**config.mk**
```make
export PLATFORM = sky130hd
export DESIGN_NAME = dtc_timer
export DESIGN_NICKNAME = d
export VERILOG_FILES = /design/src/dtc_pkg.sv /design/src/dtc_timer.sv
export SDC_FILE = /design/constraint.sdc
export NUM_CORES = 1
export LEC_CHECK = 0
export ABC_AREA = 1
export BUFFER_PORTS_ARGS = -buffer_cell sky130_fd_sc_hd__buf_2
export CORE_MARGIN = 5
export CORE_UTILIZATION = 55
export CTS_CLUSTER_DIAMETER = 50
export DETAILED_ROUTE_END_ITERATION = 12
export GPL_ROUTABILITY_DRIVEN = 0
export HOLD_SLACK_MARGIN = 0.08
export PLACE_DENSITY = 0.77
export SETUP_SLACK_MARGIN = 0.1
export SYNTH_ARGS = -nofsm -noshare
export SYNTH_HDL_FRONTEND = slang
export SYNTH_SLANG_ARGS = --single-unit
```
**constraint.sdc**
```tcl
create_clock -name i_clock -period 1.8 [get_ports i_clock]
set_clock_uncertainty 0.15 [all_clocks]
set_input_delay 0.18 -clock i_clock [delete_from_list [all_inputs] [get_ports i_clock]]
set_output_delay 0.18 -clock i_clock [all_outputs]
set_load 0.01 [all_outputs]
```
**src/dtc_pkg.sv**
```systemverilog
// Package: register map, field layouts and timing of the dual timer block
package dtc_pkg;
    // Register offsets
    localparam logic [7:0] ADDR_TCTL   = 8'h88;
    localparam logic [7:0] ADDR_TMODE  = 8'h89;
    localparam logic [7:0] ADDR_TL0    = 8'h8a;
    localparam logic [7:0] ADDR_TL1    = 8'h8b;
    localparam logic [7:0] ADDR_TH0    = 8'h8c;
    localparam logic [7:0] ADDR_TH1    = 8'h8d;
    localparam logic [7:0] ADDR_ISTAT  = 8'ha0;
    localparam logic [7:0] ADDR_IMASK  = 8'ha1;
    // Reset values
    localparam logic [7:0] RST_BYTE    = 8'h00;
    localparam logic [3:0] RST_EVT     = 4'h0;
    // Mode codes
    localparam logic [1:0] MODE_PRE13  = 2'h0;
    localparam logic [1:0] MODE_CNT16  = 2'h1;
    localparam logic [1:0] MODE_RELD8  = 2'h2;
    localparam logic [1:0] MODE_SPLIT  = 2'h3;
    // Event bit positions in status and mask
    localparam int EVT_IRQ0 = 0;
    localparam int EVT_IRQ1 = 1;
    localparam int EVT_OVF0 = 2;
    localparam int EVT_OVF1 = 3;
    // Timing: 20 MHz clock, one machine cycle is 600 ns
    localparam int CLK_PERIOD_NS = 50;
    localparam int MCYCLE_NS     = 600;
    localparam int MCYCLE_CLKS   = MCYCLE_NS / CLK_PERIOD_NS;

    // Layout of timer_run_and_irq_flags, bit 7 down to bit 0
    typedef struct packed {
        logic overflow_flag_one;
        logic run_bit_one;
        logic overflow_flag_zero;
        logic run_bit_zero;
        logic ext_irq_flag_one;
        logic ext_irq_type_one;
        logic ext_irq_flag_zero;
        logic ext_irq_type_zero;
    } dtc_tctl_t;

    // Half of timer_mode_control for one timer
    typedef struct packed {
        logic       gate;
        logic       count_sel;
        logic [1:0] mode;
    } dtc_tcfg_t;

    typedef struct packed {
        dtc_tcfg_t one;
        dtc_tcfg_t zero;
    } dtc_tmode_t;

    // External pins, all asynchronous to i_clock
    typedef struct packed {
        logic count_input_one;
        logic count_input_zero;
        logic ext_irq_pin_one;
        logic ext_irq_pin_zero;
    } dtc_pins_t;

    // Service-entry strobes from the interrupt controller
    typedef struct packed {
        logic ovf_one;
        logic ovf_zero;
        logic irq_one;
        logic irq_zero;
    } dtc_ack_t;
endpackage : dtc_pkg

```
**src/dtc_timer.sv**
```systemverilog
// Two classic-style timer/counters with external interrupt flag logic
//
// Functional notes
// Timer one overflow sets its flag; service entry clears; software writes.
// Timer zero overflow sets its flag; service entry clears; software writes.
// Timer one counts only with run bit, and pin one high when gated.
// Timer zero counts only with run bit, and pin zero high when gated.
// Irq one flag set by fall or low; edge clears on service, level tracks.
// Irq zero flag set by fall or low; edge clears on service, level tracks.
// Irq one type bit: one selects falling edge, zero selects low level.
// Irq zero type bit: one selects falling edge, zero selects low level.
// Timer one counts machine cycles, or falling edges of its count pin.
// Timer zero counts machine cycles, or falling edges of its count pin.
// Mode fields at bits 5:4 and 1:0; mode 0 uses 5-bit prescaler.
// Mode 1 is a plain 16-bit counter of high and low byte.
// Mode 2 counts low byte, reloading it from high byte on overflow.
// Mode 3 splits timer zero: low byte own controls, high byte timer one's.
// Timer one in mode 3 stops and holds its value.
// All four count bytes are readable and writable registers.
// In mode 3 timer zero high byte overflow sets timer one flag.
// Pins synchronised, sampled per machine cycle; fall is high then low.
// External sources hold each pin level at least one machine cycle.
`timescale 1ns/1ns
module dtc_timer #(
    parameter int MCYC_CLKS = dtc_pkg::MCYCLE_CLKS
) (
    input  wire logic              i_clock,
    input  wire logic              i_nrst,
    input  wire logic [7:0]        i_addr,
    input  wire logic [7:0]        i_wdata,
    input  wire logic              i_wr,
    input  wire logic              i_rd,
    input  wire dtc_pkg::dtc_pins_t i_pins,
    input  wire dtc_pkg::dtc_ack_t  i_ack,
    output logic [7:0]             o_rdata,
    output dtc_pkg::dtc_tctl_t     o_tctl,
    output logic                   o_irq
);
    import dtc_pkg::*;

    if (MCYC_CLKS < 2 || MCYC_CLKS > 255) begin : g_chk
        $error("MCYC_CLKS must lie in 2..255");
    end

    ////////////////////////////////////////////////////////////////////////
    // Machine-cycle enable
    logic [7:0] div_r;
    logic       mcyc;

    always_ff @(posedge i_clock or negedge i_nrst) begin
        if (!i_nrst) begin
            div_r <= 8'h00;
        end else if (div_r == 8'(MCYC_CLKS - 1)) begin
            div_r <= 8'h00;
        end else begin
            div_r <= div_r + 8'h01;
        end
    end

    assign mcyc = (div_r == 8'(MCYC_CLKS - 1));

    ////////////////////////////////////////////////////////////////////////
    // Pin synchronisers and per-machine-cycle sampling
    dtc_pins_t pin_s1_r;
    dtc_pins_t pin_s2_r;
    dtc_pins_t smp_r;
    dtc_pins_t fall;

    always_ff @(posedge i_clock or negedge i_nrst) begin
        if (!i_nrst) begin
            pin_s1_r <= '1;
            pin_s2_r <= '1;
        end else begin
            pin_s1_r <= i_pins;
            pin_s2_r <= pin_s1_r;
        end
    end

    always_ff @(posedge i_clock or negedge i_nrst) begin
        if (!i_nrst) begin
            smp_r <= '1;
        end else if (mcyc) begin
            smp_r <= pin_s2_r;
        end
    end

    // Previous sample high, current sample low
    assign fall = smp_r & ~pin_s2_r;

    ////////////////////////////////////////////////////////////////////////
    // Register decode
    dtc_tctl_t  tctl_r;
    dtc_tmode_t tmode_r;
    logic [7:0] tl0_r;
    logic [7:0] th0_r;
    logic [7:0] tl1_r;
    logic [7:0] th1_r;
    logic [3:0] istat_r;
    logic [3:0] imask_r;
    logic       wr_tctl;
    logic       wr_tl0;
    logic       wr_th0;
    logic       wr_tl1;
    logic       wr_th1;

    assign wr_tctl = i_wr && (i_addr == ADDR_TCTL);
    assign wr_tl0  = i_wr && (i_addr == ADDR_TL0);
    assign wr_th0  = i_wr && (i_addr == ADDR_TH0);
    assign wr_tl1  = i_wr && (i_addr == ADDR_TL1);
    assign wr_th1  = i_wr && (i_addr == ADDR_TH1);

    always_ff @(posedge i_clock or negedge i_nrst) begin
        if (!i_nrst) begin
            tmode_r <= RST_BYTE;
        end else if (i_wr && i_addr == ADDR_TMODE) begin
            tmode_r <= i_wdata;
        end
    end

    ////////////////////////////////////////////////////////////////////////
    // Count step for modes 0..2; mode 3 holds
    function automatic logic [16:0] step(input logic [1:0] m,
                                         input logic [7:0] tl,
                                         input logic [7:0] th);
        logic [13:0] s13;
        logic [16:0] s16;
        logic [8:0]  s8;
        s13 = {1'b0, th, tl[4:0]} + 14'h0001;
        s16 = {1'b0, th, tl} + 17'h00001;
        s8  = {1'b0, tl} + 9'h001;
        case (m)
            MODE_PRE13: step = {s13[13], s13[12:5], tl[7:5], s13[4:0]};
            MODE_CNT16: step = s16;
            MODE_RELD8: step = {s8[8], th, (s8[8] ? th : s8[7:0])};
            default:    step = {1'b0, th, tl};
        endcase
    endfunction : step

    ////////////////////////////////////////////////////////////////////////
    // Count enables
    logic        split0;
    logic        cnt0_en;
    logic        cnt1_en;
    logic        th0_split_en;
    logic [16:0] nx0;
    logic [16:0] nx1;
    logic [8:0]  tl0_s8;
    logic [8:0]  th0_s8;
    logic        ovf0;
    logic        ovf1;

    assign split0 = (tmode_r.zero.mode == MODE_SPLIT);

    assign cnt0_en = mcyc && tctl_r.run_bit_zero
        && (!tmode_r.zero.gate || smp_r.ext_irq_pin_zero)
        && (!tmode_r.zero.count_sel || fall.count_input_zero);

    assign cnt1_en = mcyc && tctl_r.run_bit_one
        && (!tmode_r.one.gate || smp_r.ext_irq_pin_one)
        && (!tmode_r.one.count_sel || fall.count_input_one)
        && (tmode_r.one.mode != MODE_SPLIT);

    assign th0_split_en = mcyc && split0 && tctl_r.run_bit_one;

    assign nx0    = step(tmode_r.zero.mode, tl0_r, th0_r);
    assign nx1    = step(tmode_r.one.mode, tl1_r, th1_r);
    assign tl0_s8 = {1'b0, tl0_r} + 9'h001;
    assign th0_s8 = {1'b0, th0_r} + 9'h001;

    assign ovf0 = cnt0_en && (split0 ? tl0_s8[8] : nx0[16]);
    // In split mode timer one keeps counting but the flag is taken over
    assign ovf1 = split0 ? (th0_split_en && th0_s8[8])
                         : (cnt1_en && nx1[16]);

    ////////////////////////////////////////////////////////////////////////
    // Timer zero count bytes
    always_ff @(posedge i_clock or negedge i_nrst) begin
        if (!i_nrst) begin
            tl0_r <= RST_BYTE;
        end else if (wr_tl0) begin
            tl0_r <= i_wdata;
        end else if (cnt0_en) begin
            tl0_r <= split0 ? tl0_s8[7:0] : nx0[7:0];
        end
    end

    always_ff @(posedge i_clock or negedge i_nrst) begin
        if (!i_nrst) begin
            th0_r <= RST_BYTE;
        end else if (wr_th0) begin
            th0_r <= i_wdata;
        end else if (th0_split_en) begin
            th0_r <= th0_s8[7:0];
        end else if (cnt0_en && !split0) begin
            th0_r <= nx0[15:8];
        end
    end

    ////////////////////////////////////////////////////////////////////////
    // Timer one count bytes
    always_ff @(posedge i_clock or negedge i_nrst) begin
        if (!i_nrst) begin
            tl1_r <= RST_BYTE;
        end else if (wr_tl1) begin
            tl1_r <= i_wdata;
        end else if (cnt1_en) begin
            tl1_r <= nx1[7:0];
        end
    end

    always_ff @(posedge i_clock or negedge i_nrst) begin
        if (!i_nrst) begin
            th1_r <= RST_BYTE;
        end else if (wr_th1) begin
            th1_r <= i_wdata;
        end else if (cnt1_en) begin
            th1_r <= nx1[15:8];
        end
    end

    ////////////////////////////////////////////////////////////////////////
    // Control and flag register; hardware set wins over any clear
    logic irq0_edge;
    logic irq1_edge;
    logic irq0_low;
    logic irq1_low;

    assign irq0_edge = mcyc && tctl_r.ext_irq_type_zero
                       && fall.ext_irq_pin_zero;
    assign irq1_edge = mcyc && tctl_r.ext_irq_type_one
                       && fall.ext_irq_pin_one;
    assign irq0_low  = !tctl_r.ext_irq_type_zero && !smp_r.ext_irq_pin_zero;
    assign irq1_low  = !tctl_r.ext_irq_type_one && !smp_r.ext_irq_pin_one;

    always_ff @(posedge i_clock or negedge i_nrst) begin
        if (!i_nrst) begin
            tctl_r.run_bit_one       <= 1'b0;
            tctl_r.run_bit_zero      <= 1'b0;
            tctl_r.ext_irq_type_one  <= 1'b0;
            tctl_r.ext_irq_type_zero <= 1'b0;
        end else if (wr_tctl) begin
            tctl_r.run_bit_one       <= i_wdata[6];
            tctl_r.run_bit_zero      <= i_wdata[4];
            tctl_r.ext_irq_type_one  <= i_wdata[2];
            tctl_r.ext_irq_type_zero <= i_wdata[0];
        end
    end

    always_ff @(posedge i_clock or negedge i_nrst) begin
        if (!i_nrst) begin
            tctl_r.overflow_flag_one <= 1'b0;
        end else if (ovf1) begin
            tctl_r.overflow_flag_one <= 1'b1;
        end else if (wr_tctl) begin
            tctl_r.overflow_flag_one <= i_wdata[7];
        end else if (i_ack.ovf_one) begin
            tctl_r.overflow_flag_one <= 1'b0;
        end
    end

    always_ff @(posedge i_clock or negedge i_nrst) begin
        if (!i_nrst) begin
            tctl_r.overflow_flag_zero <= 1'b0;
        end else if (ovf0) begin
            tctl_r.overflow_flag_zero <= 1'b1;
        end else if (wr_tctl) begin
            tctl_r.overflow_flag_zero <= i_wdata[5];
        end else if (i_ack.ovf_zero) begin
            tctl_r.overflow_flag_zero <= 1'b0;
        end
    end

    always_ff @(posedge i_clock or negedge i_nrst) begin
        if (!i_nrst) begin
            tctl_r.ext_irq_flag_one <= 1'b0;
        end else if (!tctl_r.ext_irq_type_one) begin
            tctl_r.ext_irq_flag_one <= !smp_r.ext_irq_pin_one;
        end else if (irq1_edge) begin
            tctl_r.ext_irq_flag_one <= 1'b1;
        end else if (wr_tctl) begin
            tctl_r.ext_irq_flag_one <= i_wdata[3];
        end else if (i_ack.irq_one) begin
            tctl_r.ext_irq_flag_one <= 1'b0;
        end
    end

    always_ff @(posedge i_clock or negedge i_nrst) begin
        if (!i_nrst) begin
            tctl_r.ext_irq_flag_zero <= 1'b0;
        end else if (!tctl_r.ext_irq_type_zero) begin
            tctl_r.ext_irq_flag_zero <= !smp_r.ext_irq_pin_zero;
        end else if (irq0_edge) begin
            tctl_r.ext_irq_flag_zero <= 1'b1;
        end else if (wr_tctl) begin
            tctl_r.ext_irq_flag_zero <= i_wdata[1];
        end else if (i_ack.irq_zero) begin
            tctl_r.ext_irq_flag_zero <= 1'b0;
        end
    end

    ////////////////////////////////////////////////////////////////////////
    // Interrupt status (write one to clear, set wins) and mask
    logic [3:0] evt;

    always_comb begin
        evt           = 4'h0;
        evt[EVT_IRQ0] = irq0_edge || irq0_low;
        evt[EVT_IRQ1] = irq1_edge || irq1_low;
        evt[EVT_OVF0] = ovf0;
        evt[EVT_OVF1] = ovf1;
    end

    always_ff @(posedge i_clock or negedge i_nrst) begin
        if (!i_nrst) begin
            istat_r <= RST_EVT;
        end else if (i_wr && i_addr == ADDR_ISTAT) begin
            istat_r <= (istat_r & ~i_wdata[3:0]) | evt;
        end else begin
            istat_r <= istat_r | evt;
        end
    end

    always_ff @(posedge i_clock or negedge i_nrst) begin
        if (!i_nrst) begin
            imask_r <= RST_EVT;
        end else if (i_wr && i_addr == ADDR_IMASK) begin
            imask_r <= i_wdata[3:0];
        end
    end

    always_ff @(posedge i_clock or negedge i_nrst) begin
        if (!i_nrst) begin
            o_irq <= 1'b0;
        end else begin
            o_irq <= |(istat_r & imask_r);
        end
    end

    ////////////////////////////////////////////////////////////////////////
    // Read port, data one cycle after the strobe, zero otherwise
    always_ff @(posedge i_clock or negedge i_nrst) begin
        if (!i_nrst) begin
            o_rdata <= 8'h00;
        end else if (i_rd) begin
            case (i_addr)
                ADDR_TCTL:  o_rdata <= tctl_r;
                ADDR_TMODE: o_rdata <= tmode_r;
                ADDR_TL0:   o_rdata <= tl0_r;
                ADDR_TL1:   o_rdata <= tl1_r;
                ADDR_TH0:   o_rdata <= th0_r;
                ADDR_TH1:   o_rdata <= th1_r;
                ADDR_ISTAT: o_rdata <= {4'h0, istat_r};
                ADDR_IMASK: o_rdata <= {4'h0, imask_r};
                default:    o_rdata <= 8'h00;
            endcase
        end else begin
            o_rdata <= 8'h00;
        end
    end

    assign o_tctl = tctl_r;
endmodule : dtc_timer

```
==> metrics, run 1 <==
Finished Cell Area=7870 um2; NetSw=0.00177 W; Port Buffers=44; internal reg-to-reg setup slack=-0.08 ns; Die X=114 um; Core Area=10700 um2; Routed WL=20100 um; register bit count reported by yosys=85; Setup TNS Final=-0.625 ns; commonest non-fill, non-tap cell in the layout=nand2_1; final cell count without fillers=1194; worst ir drop on vdd=467 uV; clk_lat worst skew=0.38 ns; share of cells above drive strength 1=27.9%; post-route minimum period=1.88 ns; CP max stage cell=dfrtp_1; most frequent cells in the layout=nand2_1 (252), inv_1 (106), buf_4 (95), nand3_1 (94), dfrtp_1 (73); I/O pins=45; worst path required time=1.93 ns; Worst EP arrival=2.01 ns; fin crit share=104%; Syn. warnings=0; Max-Cap Viols=0; Mean Syn Cell Area=6.67 um2; cell taking the most area after synthesis=dfrtp_1; clock power share=29.4%; # fillers=812; Flop pwr share=43.7%; Rel. slew slack=69.1%; DP Area=6910 um2; pin count of the biggest net entering global routing=34; Crit Path Category=flop to flop; top_reg_cell synth=dfrtp_1; CTS tree=yes; Reg-to-Reg End=tl1_r[0]; CP most frequent cell=buf_4; CP max FO=5; Design Power=0.00486 W; Detailed Place HPWL=14400 um; Area growth, synth to finish=32.7%; clk root buf=clkbuf_8; failing checks=negative setup slack; Die H=114 um; Starting Density=55.4%; CP endpoint kind=flop; Combinational Power Share=26.9%; vias in the first global route=6285; outcome=complete, but fails checks; CP startpoint kind=flop; Worst Setup EP=tl1_r[0]; Residual DRC=0; Crit. path cell count=11; f_max=0.532 GHz; Syn Std Cell Area=5930 um2; Min-Delay Path Class=input pin to asynchronous set/reset pin; Leak Pwr=3.90 nW; sequential share of the synthesized area=36.1%; clock-pin slew on the worst setup and hold paths=0.12 ns; Post-synth EDFFs=0; Max Buffers Root-to-Sink=2; final hold vios=0; final worst setup slack=-0.0790 ns; GR Util All Layers=30.5%; routed vias/inst=5.71; synth unique cells=40; origin of the worst setup path=tmode_r[5]; post-synth net total=929; worst reg2reg startpoint=tmode_r[5]; Buf/Inv on CP=6; First-pass DRT Iterations=6; nets=1089; crit path cell chain=ha_2 -> inv_2 -> buf_4 -> buf_4 -> buf_4 -> buf_4 -> buf_4 -> nand2_2 -> nor2_4 -> nand2_1 -> nand3_1; DP Cell Count=1134; top post-synthesis cells by area=dfrtp_1 (31%), nand2_1 (17%), nand3_1 (8.9%); Switching Fraction=36.3%; Final setup viols=15; via count=6819; Cells after Synth=889; CTS sink count=85; cell count of the worst reg-to-reg path=11; drt wl/cell=16.8 um; Final Max Slew Viols=0; Antenna diodes=0; worst slew pin tran=0.459 ns; Largest delay share family, worst path=buffers and inverters; Std-Cell Rows=38; antenna violations before repair=0; die footprint=13000 um2; Worst path max stage delay=0.45 ns; 1st-iter DRT viols=734; post-route ant nets=0; CTS buffer count=9; ys async rst share=100%; unrepaired setup endpoints after global routing=true; total congestion overflow=0; first-pass GRT wire length=31200 um; Int Pwr=0.00310 W; H-tree depth=3; PD cells=618 nW/um2; top cell type's share of synthesized area=30.8%
-- final cells by class --
| class | instances | area, um2 | area share, % |
|---|---|---|---|
| clock buffer | 9 | 124 | 1.57 |
| clock inverter | 7 | 86.3 | 1.10 |
| inverter | 124 | 468 | 5.95 |
| multi-input combinational | 664 | 3630 | 46.2 |
| sequential | 85 | 2140 | 27.2 |
| tap | 140 | 175 | 2.23 |
| timing repair buffer | 165 | 1240 | 15.8 |
-- registers in the layout, indices dropped and copies added, names as in the netlist, 8 cells and up --
name	flops
th0_r	8
th1_r	8
o_rdata	8
div_r	8
tl1_r	8
o_tctl	8
tmode_r	8
tl0_r	8
-- stage by stage --
step | util, % | setup WS [ns] | hold slack, ns
after floorplan | - | 0.114 | -0.266
after global placement | 64.6 | -0.0848 | -0.00755
after detailed placement | 64.6 | -0.122 | -0.00692
after CTS | 70.7 | 0.00472 | 0.116
after global routing | 73.5 | -0.195 | 0.139
final | 73.5 | -0.0790 | 0.133
-- routing by layer --
metal / global-route usage [%] / share of wire (%) / vias up
li1: - / - / 3220
met2: 47.7 / 45 / 412
met3: 5.94 / 10 / 69
met1: 42.0 / 40 / 3118
met4: 12.2 / 4.1 / 0
met5: 0 / 0 / -
-- worst min path at each step --
stage,from,to,slack [ns],depth (start not counted)
final,i_nrst,div_r[3],0.13,2
after global routing,i_wr,o_tctl[1],0.14,3
after CTS,i_wr,o_tctl[1],0.12,3
after detailed placement,i_nrst,div_r[3],-0.007,1
after global placement,i_nrst,div_r[3],-0.008,1
after floorplan,i_nrst,div_r[0],-0.27,0
-- synthesized netlist by cell type (5+ instances only) --
library cell / count
inv_1: 116
buf_2: 7
nor2_1: 68
nand2_1: 276
a21oi_1: 19
inv_2: 7
nand3_1: 105
nand2_2: 5
o21ai_2: 8
ha_1: 12
o22ai_1: 18
nor2_2: 8
xor2_1: 11
dfrtp_1: 73
o21ai_1: 14
o21ai_0: 70
dfstp_2: 12
nor3_1: 10
nand4_1: 17
-- power groups by stage --
| stage | Combinational, W | Sequential, W | Clock [W] |
|---|---|---|---|
| 2_1_floorplan | 0.000623 | 0.00215 | 0 |
| 3_3_place_gp | 0.00113 | 0.00214 | 0 |
| 3_5_place_dp | 0.00114 | 0.00215 | 0 |
| 4_1_cts | 0.00121 | 0.00211 | 0.00144 |
| 5_1_grt | 0.00144 | 0.00214 | 0.00153 |
| 6_report | 0.00131 | 0.00212 | 0.00143 |
-- worst reg2reg max path: stages (launching register included) --
cell	delay (ns)
dfrtp_1	0.45
ha_2	0.23
inv_2	0.04
buf_4	0.12
buf_4	0.12
buf_4	0.12
buf_4	0.12
buf_4	0.12
nand2_2	0.11
nor2_4	0.06
nand2_1	0.07
nand3_1	0.08
-- what timing repair did --
item,CTS,global route
setup endpoints to repair,38,39
pin swaps,28,32
gates resized for setup,46,61
hold buffers,18,0
hold endpoints to repair,122,0
buffers inserted,14,13
-- logic make-up after synthesis --
kind of cell | Yosys count | share of synthesized area, %
simple gates | 504 | 37.3
buf+inv | 140 | 9.41
compound gates | 136 | 12.9
flops | 85 | 36.1
xor+xnor | 12 | 1.77
fa+ha+maj | 12 | 2.53
Note: power is estimated with default switching activity, not from simulation.
==> run 2: changes to the inputs <==
BUFFER_PORTS_ARGS = -buffer_cell sky130_fd_sc_hd__buf_4   (was -buffer_cell sky130_fd_sc_hd__buf_2)
==> run 2 against run 1 <==
  * The run still ends with negative setup slack left
  * Power up 2.1%
  * Cell count rose by 1.2%
  * First-iteration DRC count up 3.0%
  * Cell area up 4.7%
  * Sequential share of layout area is 1.2 points lower
  * Via count is 3.3% higher
  * Wire length increased by 6.1%
==> metrics, run 2 (synthesized netlist as in run 1, its figures left out) <==
CTS tree=yes; clk_lat worst skew=0.39 ns (about the same); Antenna diodes=0 (unchanged); first-pass GRT wire length=32500 um (+4.2%); final worst setup slack=-0.111 ns (-0.0321 ns); gr busiest metal=met2; worst slew pin tran=0.810 ns (+0.351 ns); Hold Path Cell Cnt=4; PD cells=603 nW/um2 (-2.4%); final hold vios=0 (unchanged); Crit Path Category=flop to flop; clk root buf=clkbuf_8; antenna violations before repair=0 (unchanged); commonest non-fill, non-tap cell in the layout=nand2_1; via count=7047 (+3.3%); CTS sink count=85 (unchanged); drt wl/cell=17.7 um (+4.9%); Combinational Power Share=29.5% (+2.6 points); CP startpoint kind=flop; clock power share=27.7% (-1.7 points); nets=1103 (+1.3%); total congestion overflow=0 (unchanged); First-pass DRT Iterations=6 (unchanged); dpl ws=-0.0882 ns (+0.0335 ns); worst ir drop on vdd=524 uV (+12%); worst path required time=1.98 ns (+0.05 ns); Reg-to-Reg End=tl1_r[7]; Routed WL=21300 um (+6.1%); I/O pins=45 (unchanged); Max Buffers Root-to-Sink=2 (unchanged); worst min-delay path startpoint=i_ack[3]; met1 Use GR=44.7% (+2.8 points); origin of the worst setup path=tmode_r[4]; CP endpoint kind=flop; vias in the first global route=6287 (+0.032%); Min-Delay Path Class=input pin to flop; # fillers=742 (-8.6%); Int Pwr=0.00315 W (+1.6%); Rel. slew slack=46.0% (-23 points); routed vias/inst=5.83 (+2.1%); Hold EP=o_tctl[7]; Flop pwr share=42.8% (-0.9 points); CTS buffer count=9 (unchanged); H-tree depth=3 (unchanged); worst reg2reg startpoint=tmode_r[4]; post-route minimum period=1.91 ns (+0.0321 ns); CP max FO=4 (-1); Core Area=10700 um2 (unchanged); f_max=0.523 GHz (-1.7%); final hold slack=0.148 ns (+0.0159 ns); Worst EP arrival=2.09 ns (+0.08 ns); Port Buffers=44 (unchanged); GR Util All Layers=32.2% (+1.7 points); Final Max Slew Viols=0 (unchanged); failing checks=negative setup slack; pin count of the biggest net entering global routing=44 (+29%); Area growth, synth to finish=38.9%; most frequent cells in the layout=nand2_1 (243), buf_4 (145), inv_1 (100), nand3_1 (79), dfrtp_1 (70); Final setup viols=26 (+11); met3 global-route usage=5.15% (-0.80 points); Switching Fraction=36.6% (+0.36 points); clock-pin slew on the worst setup and hold paths=0.10 ns (-0.02 ns); Detailed Place HPWL=14900 um (+3.5%); Std-Cell Rows=38 (unchanged); post-route ant nets=0 (unchanged); 1st-iter DRT viols=756 (+3.0%); Max-Cap Viols=0 (unchanged); Leak Pwr=4.03 nW (+3.4%); Residual DRC=0 (unchanged); die footprint=13000 um2 (unchanged); met2 Track Usage GR=49.3% (+1.6 points); cell count of the worst reg-to-reg path=9 (-2); share of cells above drive strength 1=32.7% (+4.8 points); Die X=114 um (unchanged); outcome=complete, but fails checks; unrepaired setup endpoints after global routing=true; Starting Density=55.4% (unchanged); NetSw=0.00182 W (+3.1%); internal reg-to-reg setup slack=-0.11 ns (-0.03 ns); fin crit share=106% (+1.8 points); Die H=114 um (unchanged)
## run 2: cell types whose count changed in the layout (fill, tap and decap cells not counted), sizes merged
| cell | previous run | this run |
|---|---|---|
| buf | 147 | 160 |
| clkinvlp | 0 | 2 |
| inv | 128 | 126 |
| dlymetal6s4s | 0 | 1 |
## run 2: metal layers
layer,vias to the layer above,share of wire (%)
met4,0,5.1
met2,462,45
met3,97,11
met5,-,0
li1,3240,-
met1,3248,39
## run 2: layout make-up
cell class	instances	area, um2	share of cell area [%]
multi-input cells	664	3770	45.7
flip-flops and latches	85	2150	26.1
repair buffers	179	1490	18.0
inverters	124	470	5.71
well taps	140	175	2.13
clock buffers	9	124	1.50
clock inverters	7	67.6	0.820
## run 2: worst max-delay path by stage
stage / end / slack [ns] / cells after the start
after floorplan: th1_r[4] / 0.11 / 9
after global placement: o_tctl[7] / -0.09 / 11
after detailed placement: o_tctl[7] / -0.09 / 11
after CTS: th0_r[5] / -0.01 / 11
after global routing: th0_r[1] / -0.19 / 11
final: tl1_r[7] / -0.11 / 9
## run 2: what timing repair did
item | 4_1_cts | 5_1_grt
hold buffers | 19 | 0
buffers inserted | 12 | 19
pin swaps | 27 | 46
setup endpoints to repair | 38 | 57
resized for setup | 54 | 113
hold endpoints to repair | 120 | 0
## run 2: critical path, cell delays in order, from the launching register on
cell	delay (ns)
dfrtp_1	0.45
ha_2	0.22
inv_2	0.07
o21ai_2	0.06
nor2_2	0.20
buf_6	0.15
nand4_1	0.22
nor2_2	0.22
nand2_1	0.07
nand3_1	0.06
## run 2: metrics by stage
stage          util, %  std cells  area, um2  setup TNS [ns]  power [W]
2_1_floorplan        -        889       6000               0    0.00277
3_3_place_gp      66.4       1144       7110          -0.390    0.00331
3_5_place_dp      66.4       1144       7110          -0.618    0.00333
4_1_cts           72.8       1191       7790         -0.0194    0.00474
5_1_grt           77.0       1208       8240           -3.56    0.00519
6_report          77.0       1208       8240           -1.54    0.00497
## run 2: power by group through the flow
stage	sequential (W)	clock [W]	combinational [W]
floorplan	0.00215	0	0.000623
global placement	0.00214	0	0.00117
detailed placement	0.00215	0	0.00118
CTS	0.00212	0.00137	0.00126
global route	0.00214	0.00146	0.00159
finish	0.00213	0.00138	0.00147
==> run 3: changes to the inputs <==
GPL_TIMING_DRIVEN = 0   (was default)
HOLD_SLACK_MARGIN = default   (was 0.08)
==> run 3 against run 2 <==
  * The run still ends with negative setup slack left
  * Worst setup slack better by 0.0033 ns
  * Via count rose by 1.1%
  * Wire length is 1.4% higher
  * Die area unchanged
  * First-iteration DRC count grew 19%
  * Critical path type unchanged
  * Critical endpoint is now th0_r[1]
  * Largest cell class unchanged
  * Largest power group unchanged
  * Highest routed layer unchanged
==> metrics, run 3 (synthesized netlist as in run 1, its figures left out) <==
failing checks=negative setup slack; CTS tree=yes; nets=1072 (-2.8%); Die H=114 um (unchanged); fin crit share=106% (-0.18 points); post-route minimum period=1.91 ns (-0.00330 ns); commonest non-fill, non-tap cell in the layout=nand2_1; CP startpoint kind=flop; antenna violations before repair=1 (+1); Die X=114 um (unchanged); Routed WL=21700 um (+1.4%); share of cells above drive strength 1=31.1% (-1.5 points); GR Util All Layers=31.0% (-1.2 points); pin count of the biggest net entering global routing=86 (+95%); Final setup viols=33 (+27%); PD cells=612 nW/um2 (+1.5%); outcome=complete, but fails checks; First-pass DRT Iterations=7 (+1); Design Power=0.00499 W (+0.37%); final worst setup slack=-0.108 ns (+0.00330 ns); Residual DRC=0 (unchanged); cell count of the worst reg-to-reg path=11 (+2); Detailed Place HPWL=13500 um (-9.8%); H-tree depth=3 (unchanged); 1st-iter DRT viols=902 (+19%); worst path required time=1.98 ns (about the same); Final Max Slew Viols=0 (unchanged); Antenna diodes=0 (unchanged); Std-Cell Rows=38 (unchanged); die footprint=13000 um2 (unchanged); drt wl/cell=18.4 um (+4.1%); Worst Setup EP=th0_r[1]; internal reg-to-reg setup slack=-0.11 ns (about the same); origin of the worst setup path=tl0_r[1]; CTS sink count=85 (unchanged); worst ir drop on vdd=547 uV (+4.3%); post-route ant nets=0 (unchanged); DP Cell Count=1072 (-6.3%); clk_lat worst skew=0.39 ns (about the same); final hold vios=0 (unchanged); worst slew pin tran=1.08 ns (+0.273 ns); CP max FO=4 (unchanged); via count=7125 (+1.1%); Max-Cap Viols=0 (unchanged); Area growth, synth to finish=37.4%; first-pass GRT wire length=31600 um (-2.7%); Worst EP arrival=2.08 ns (about the same); CTS buffer count=9 (unchanged); f_max=0.524 GHz (+0.17%); Max Buffers Root-to-Sink=2 (unchanged); total congestion overflow=0 (unchanged); clk root buf=clkbuf_8; Rel. slew slack=27.8% (-18 points); Reg-to-Reg End=th0_r[1]; unrepaired setup endpoints after global routing=true; clock-pin slew on the worst setup and hold paths=0.11 ns (about the same); final cell count without fillers=1177 (-2.6%); Setup TNS Final=-1.46 ns (+0.0812 ns); Crit Path Category=flop to flop; CP endpoint kind=flop; routed vias/inst=6.05 (+3.8%); Port Buffers=43 (-2.3%); Min-Delay Path Class=input pin to flop; vias in the first global route=6195 (-1.5%); most frequent cells in the layout=nand2_1 (243), buf_4 (100), inv_1 (98), nand3_1 (87), o21ai_0 (62); I/O pins=45 (unchanged); Starting Density=55.4% (unchanged); Leak Pwr=3.92 nW (-2.7%); Core Area=10700 um2 (unchanged); worst reg2reg startpoint=tl0_r[1]
[run 3: routing by layer]
| metal | wire length, um | track usage, % | vias to the layer above | share of wire, % |
|---|---|---|---|---|
| met4 | 1150 | 13.7 | 0 | 5.3 |
| li1 | - | - | 3170 | - |
| met3 | 2780 | 7.48 | 119 | 13 |
| met1 | 8020 | 41.2 | 3295 | 37 |
| met5 | 0 | 0 | - | 0 |
| met2 | 9690 | 48.4 | 541 | 45 |
[run 3: worst max-delay path, cell delays in order, from the launching register on]
cell,delay (ns)
dfrtp_1,0.43
buf_4,0.17
nand2_1,0.07
nor2_2,0.16
nand2_2,0.11
o21ai_0,0.15
nand3_1,0.09
nand2_1,0.12
nand2_1,0.13
nand2_1,0.12
nand2_1,0.07
nand2_1,0.07
[run 3: worst min path at each step]
| stage | end | depth (start not counted) | startpoint | slack [ns] |
|---|---|---|---|---|
| after floorplan | div_r[0] | 0 | i_nrst | -0.27 |
| after global placement | pin_s1_r[1] | 1 | i_pins[1] | 0.14 |
| after detailed placement | pin_s1_r[1] | 1 | i_pins[1] | 0.14 |
| after CTS | tl1_r[7] | 4 | i_addr[0] | 0.15 |
| after global routing | tl1_r[7] | 4 | i_addr[0] | 0.19 |
| final | tl1_r[2] | 4 | i_addr[0] | 0.15 |
[run 3: final cells by class]
type	instances	area, um2
buffer	16	151
clock buffer	9	124
clock inverter	7	75.1
fill	713	2560
inverter	124	485
multi-input combinational	664	3850
sequential	85	2160
tap	140	175
timing repair buffer	132	1120
[run 3: repair_timing]
item / CTS / global route
pin swaps: 34 / 41
resized for setup: 108 / 86
hold endpoints to repair: 103 / 0
hold buffers: 18 / 0
buffers inserted: 42 / 29
endpoints found under the setup margin: 46 / 46
[run 3: per-stage QoR]
step / util [%] / cell area (um2) / setup WS, ns / hold slack [ns]
global route: 76.1 / 8140 / -0.205 / 0.190
finish: 76.1 / 8140 / -0.108 / 0.150
detailed placement: 60.8 / 6500 / -0.331 / 0.139
floorplan: - / 6000 / 0.114 / -0.266
CTS: 71.0 / 7590 / -0.0322 / 0.146
global placement: 60.8 / 6500 / -0.320 / 0.138
[run 3: where the power goes]
group	total (W)	internal [W]	switching [W]
sequential	0.00217	0.00203	0.000145
combinational	0.00137	0.000526	0.000847
clock	0.00144	0.000550	0.000889
total	0.00499	0.00311	0.00188
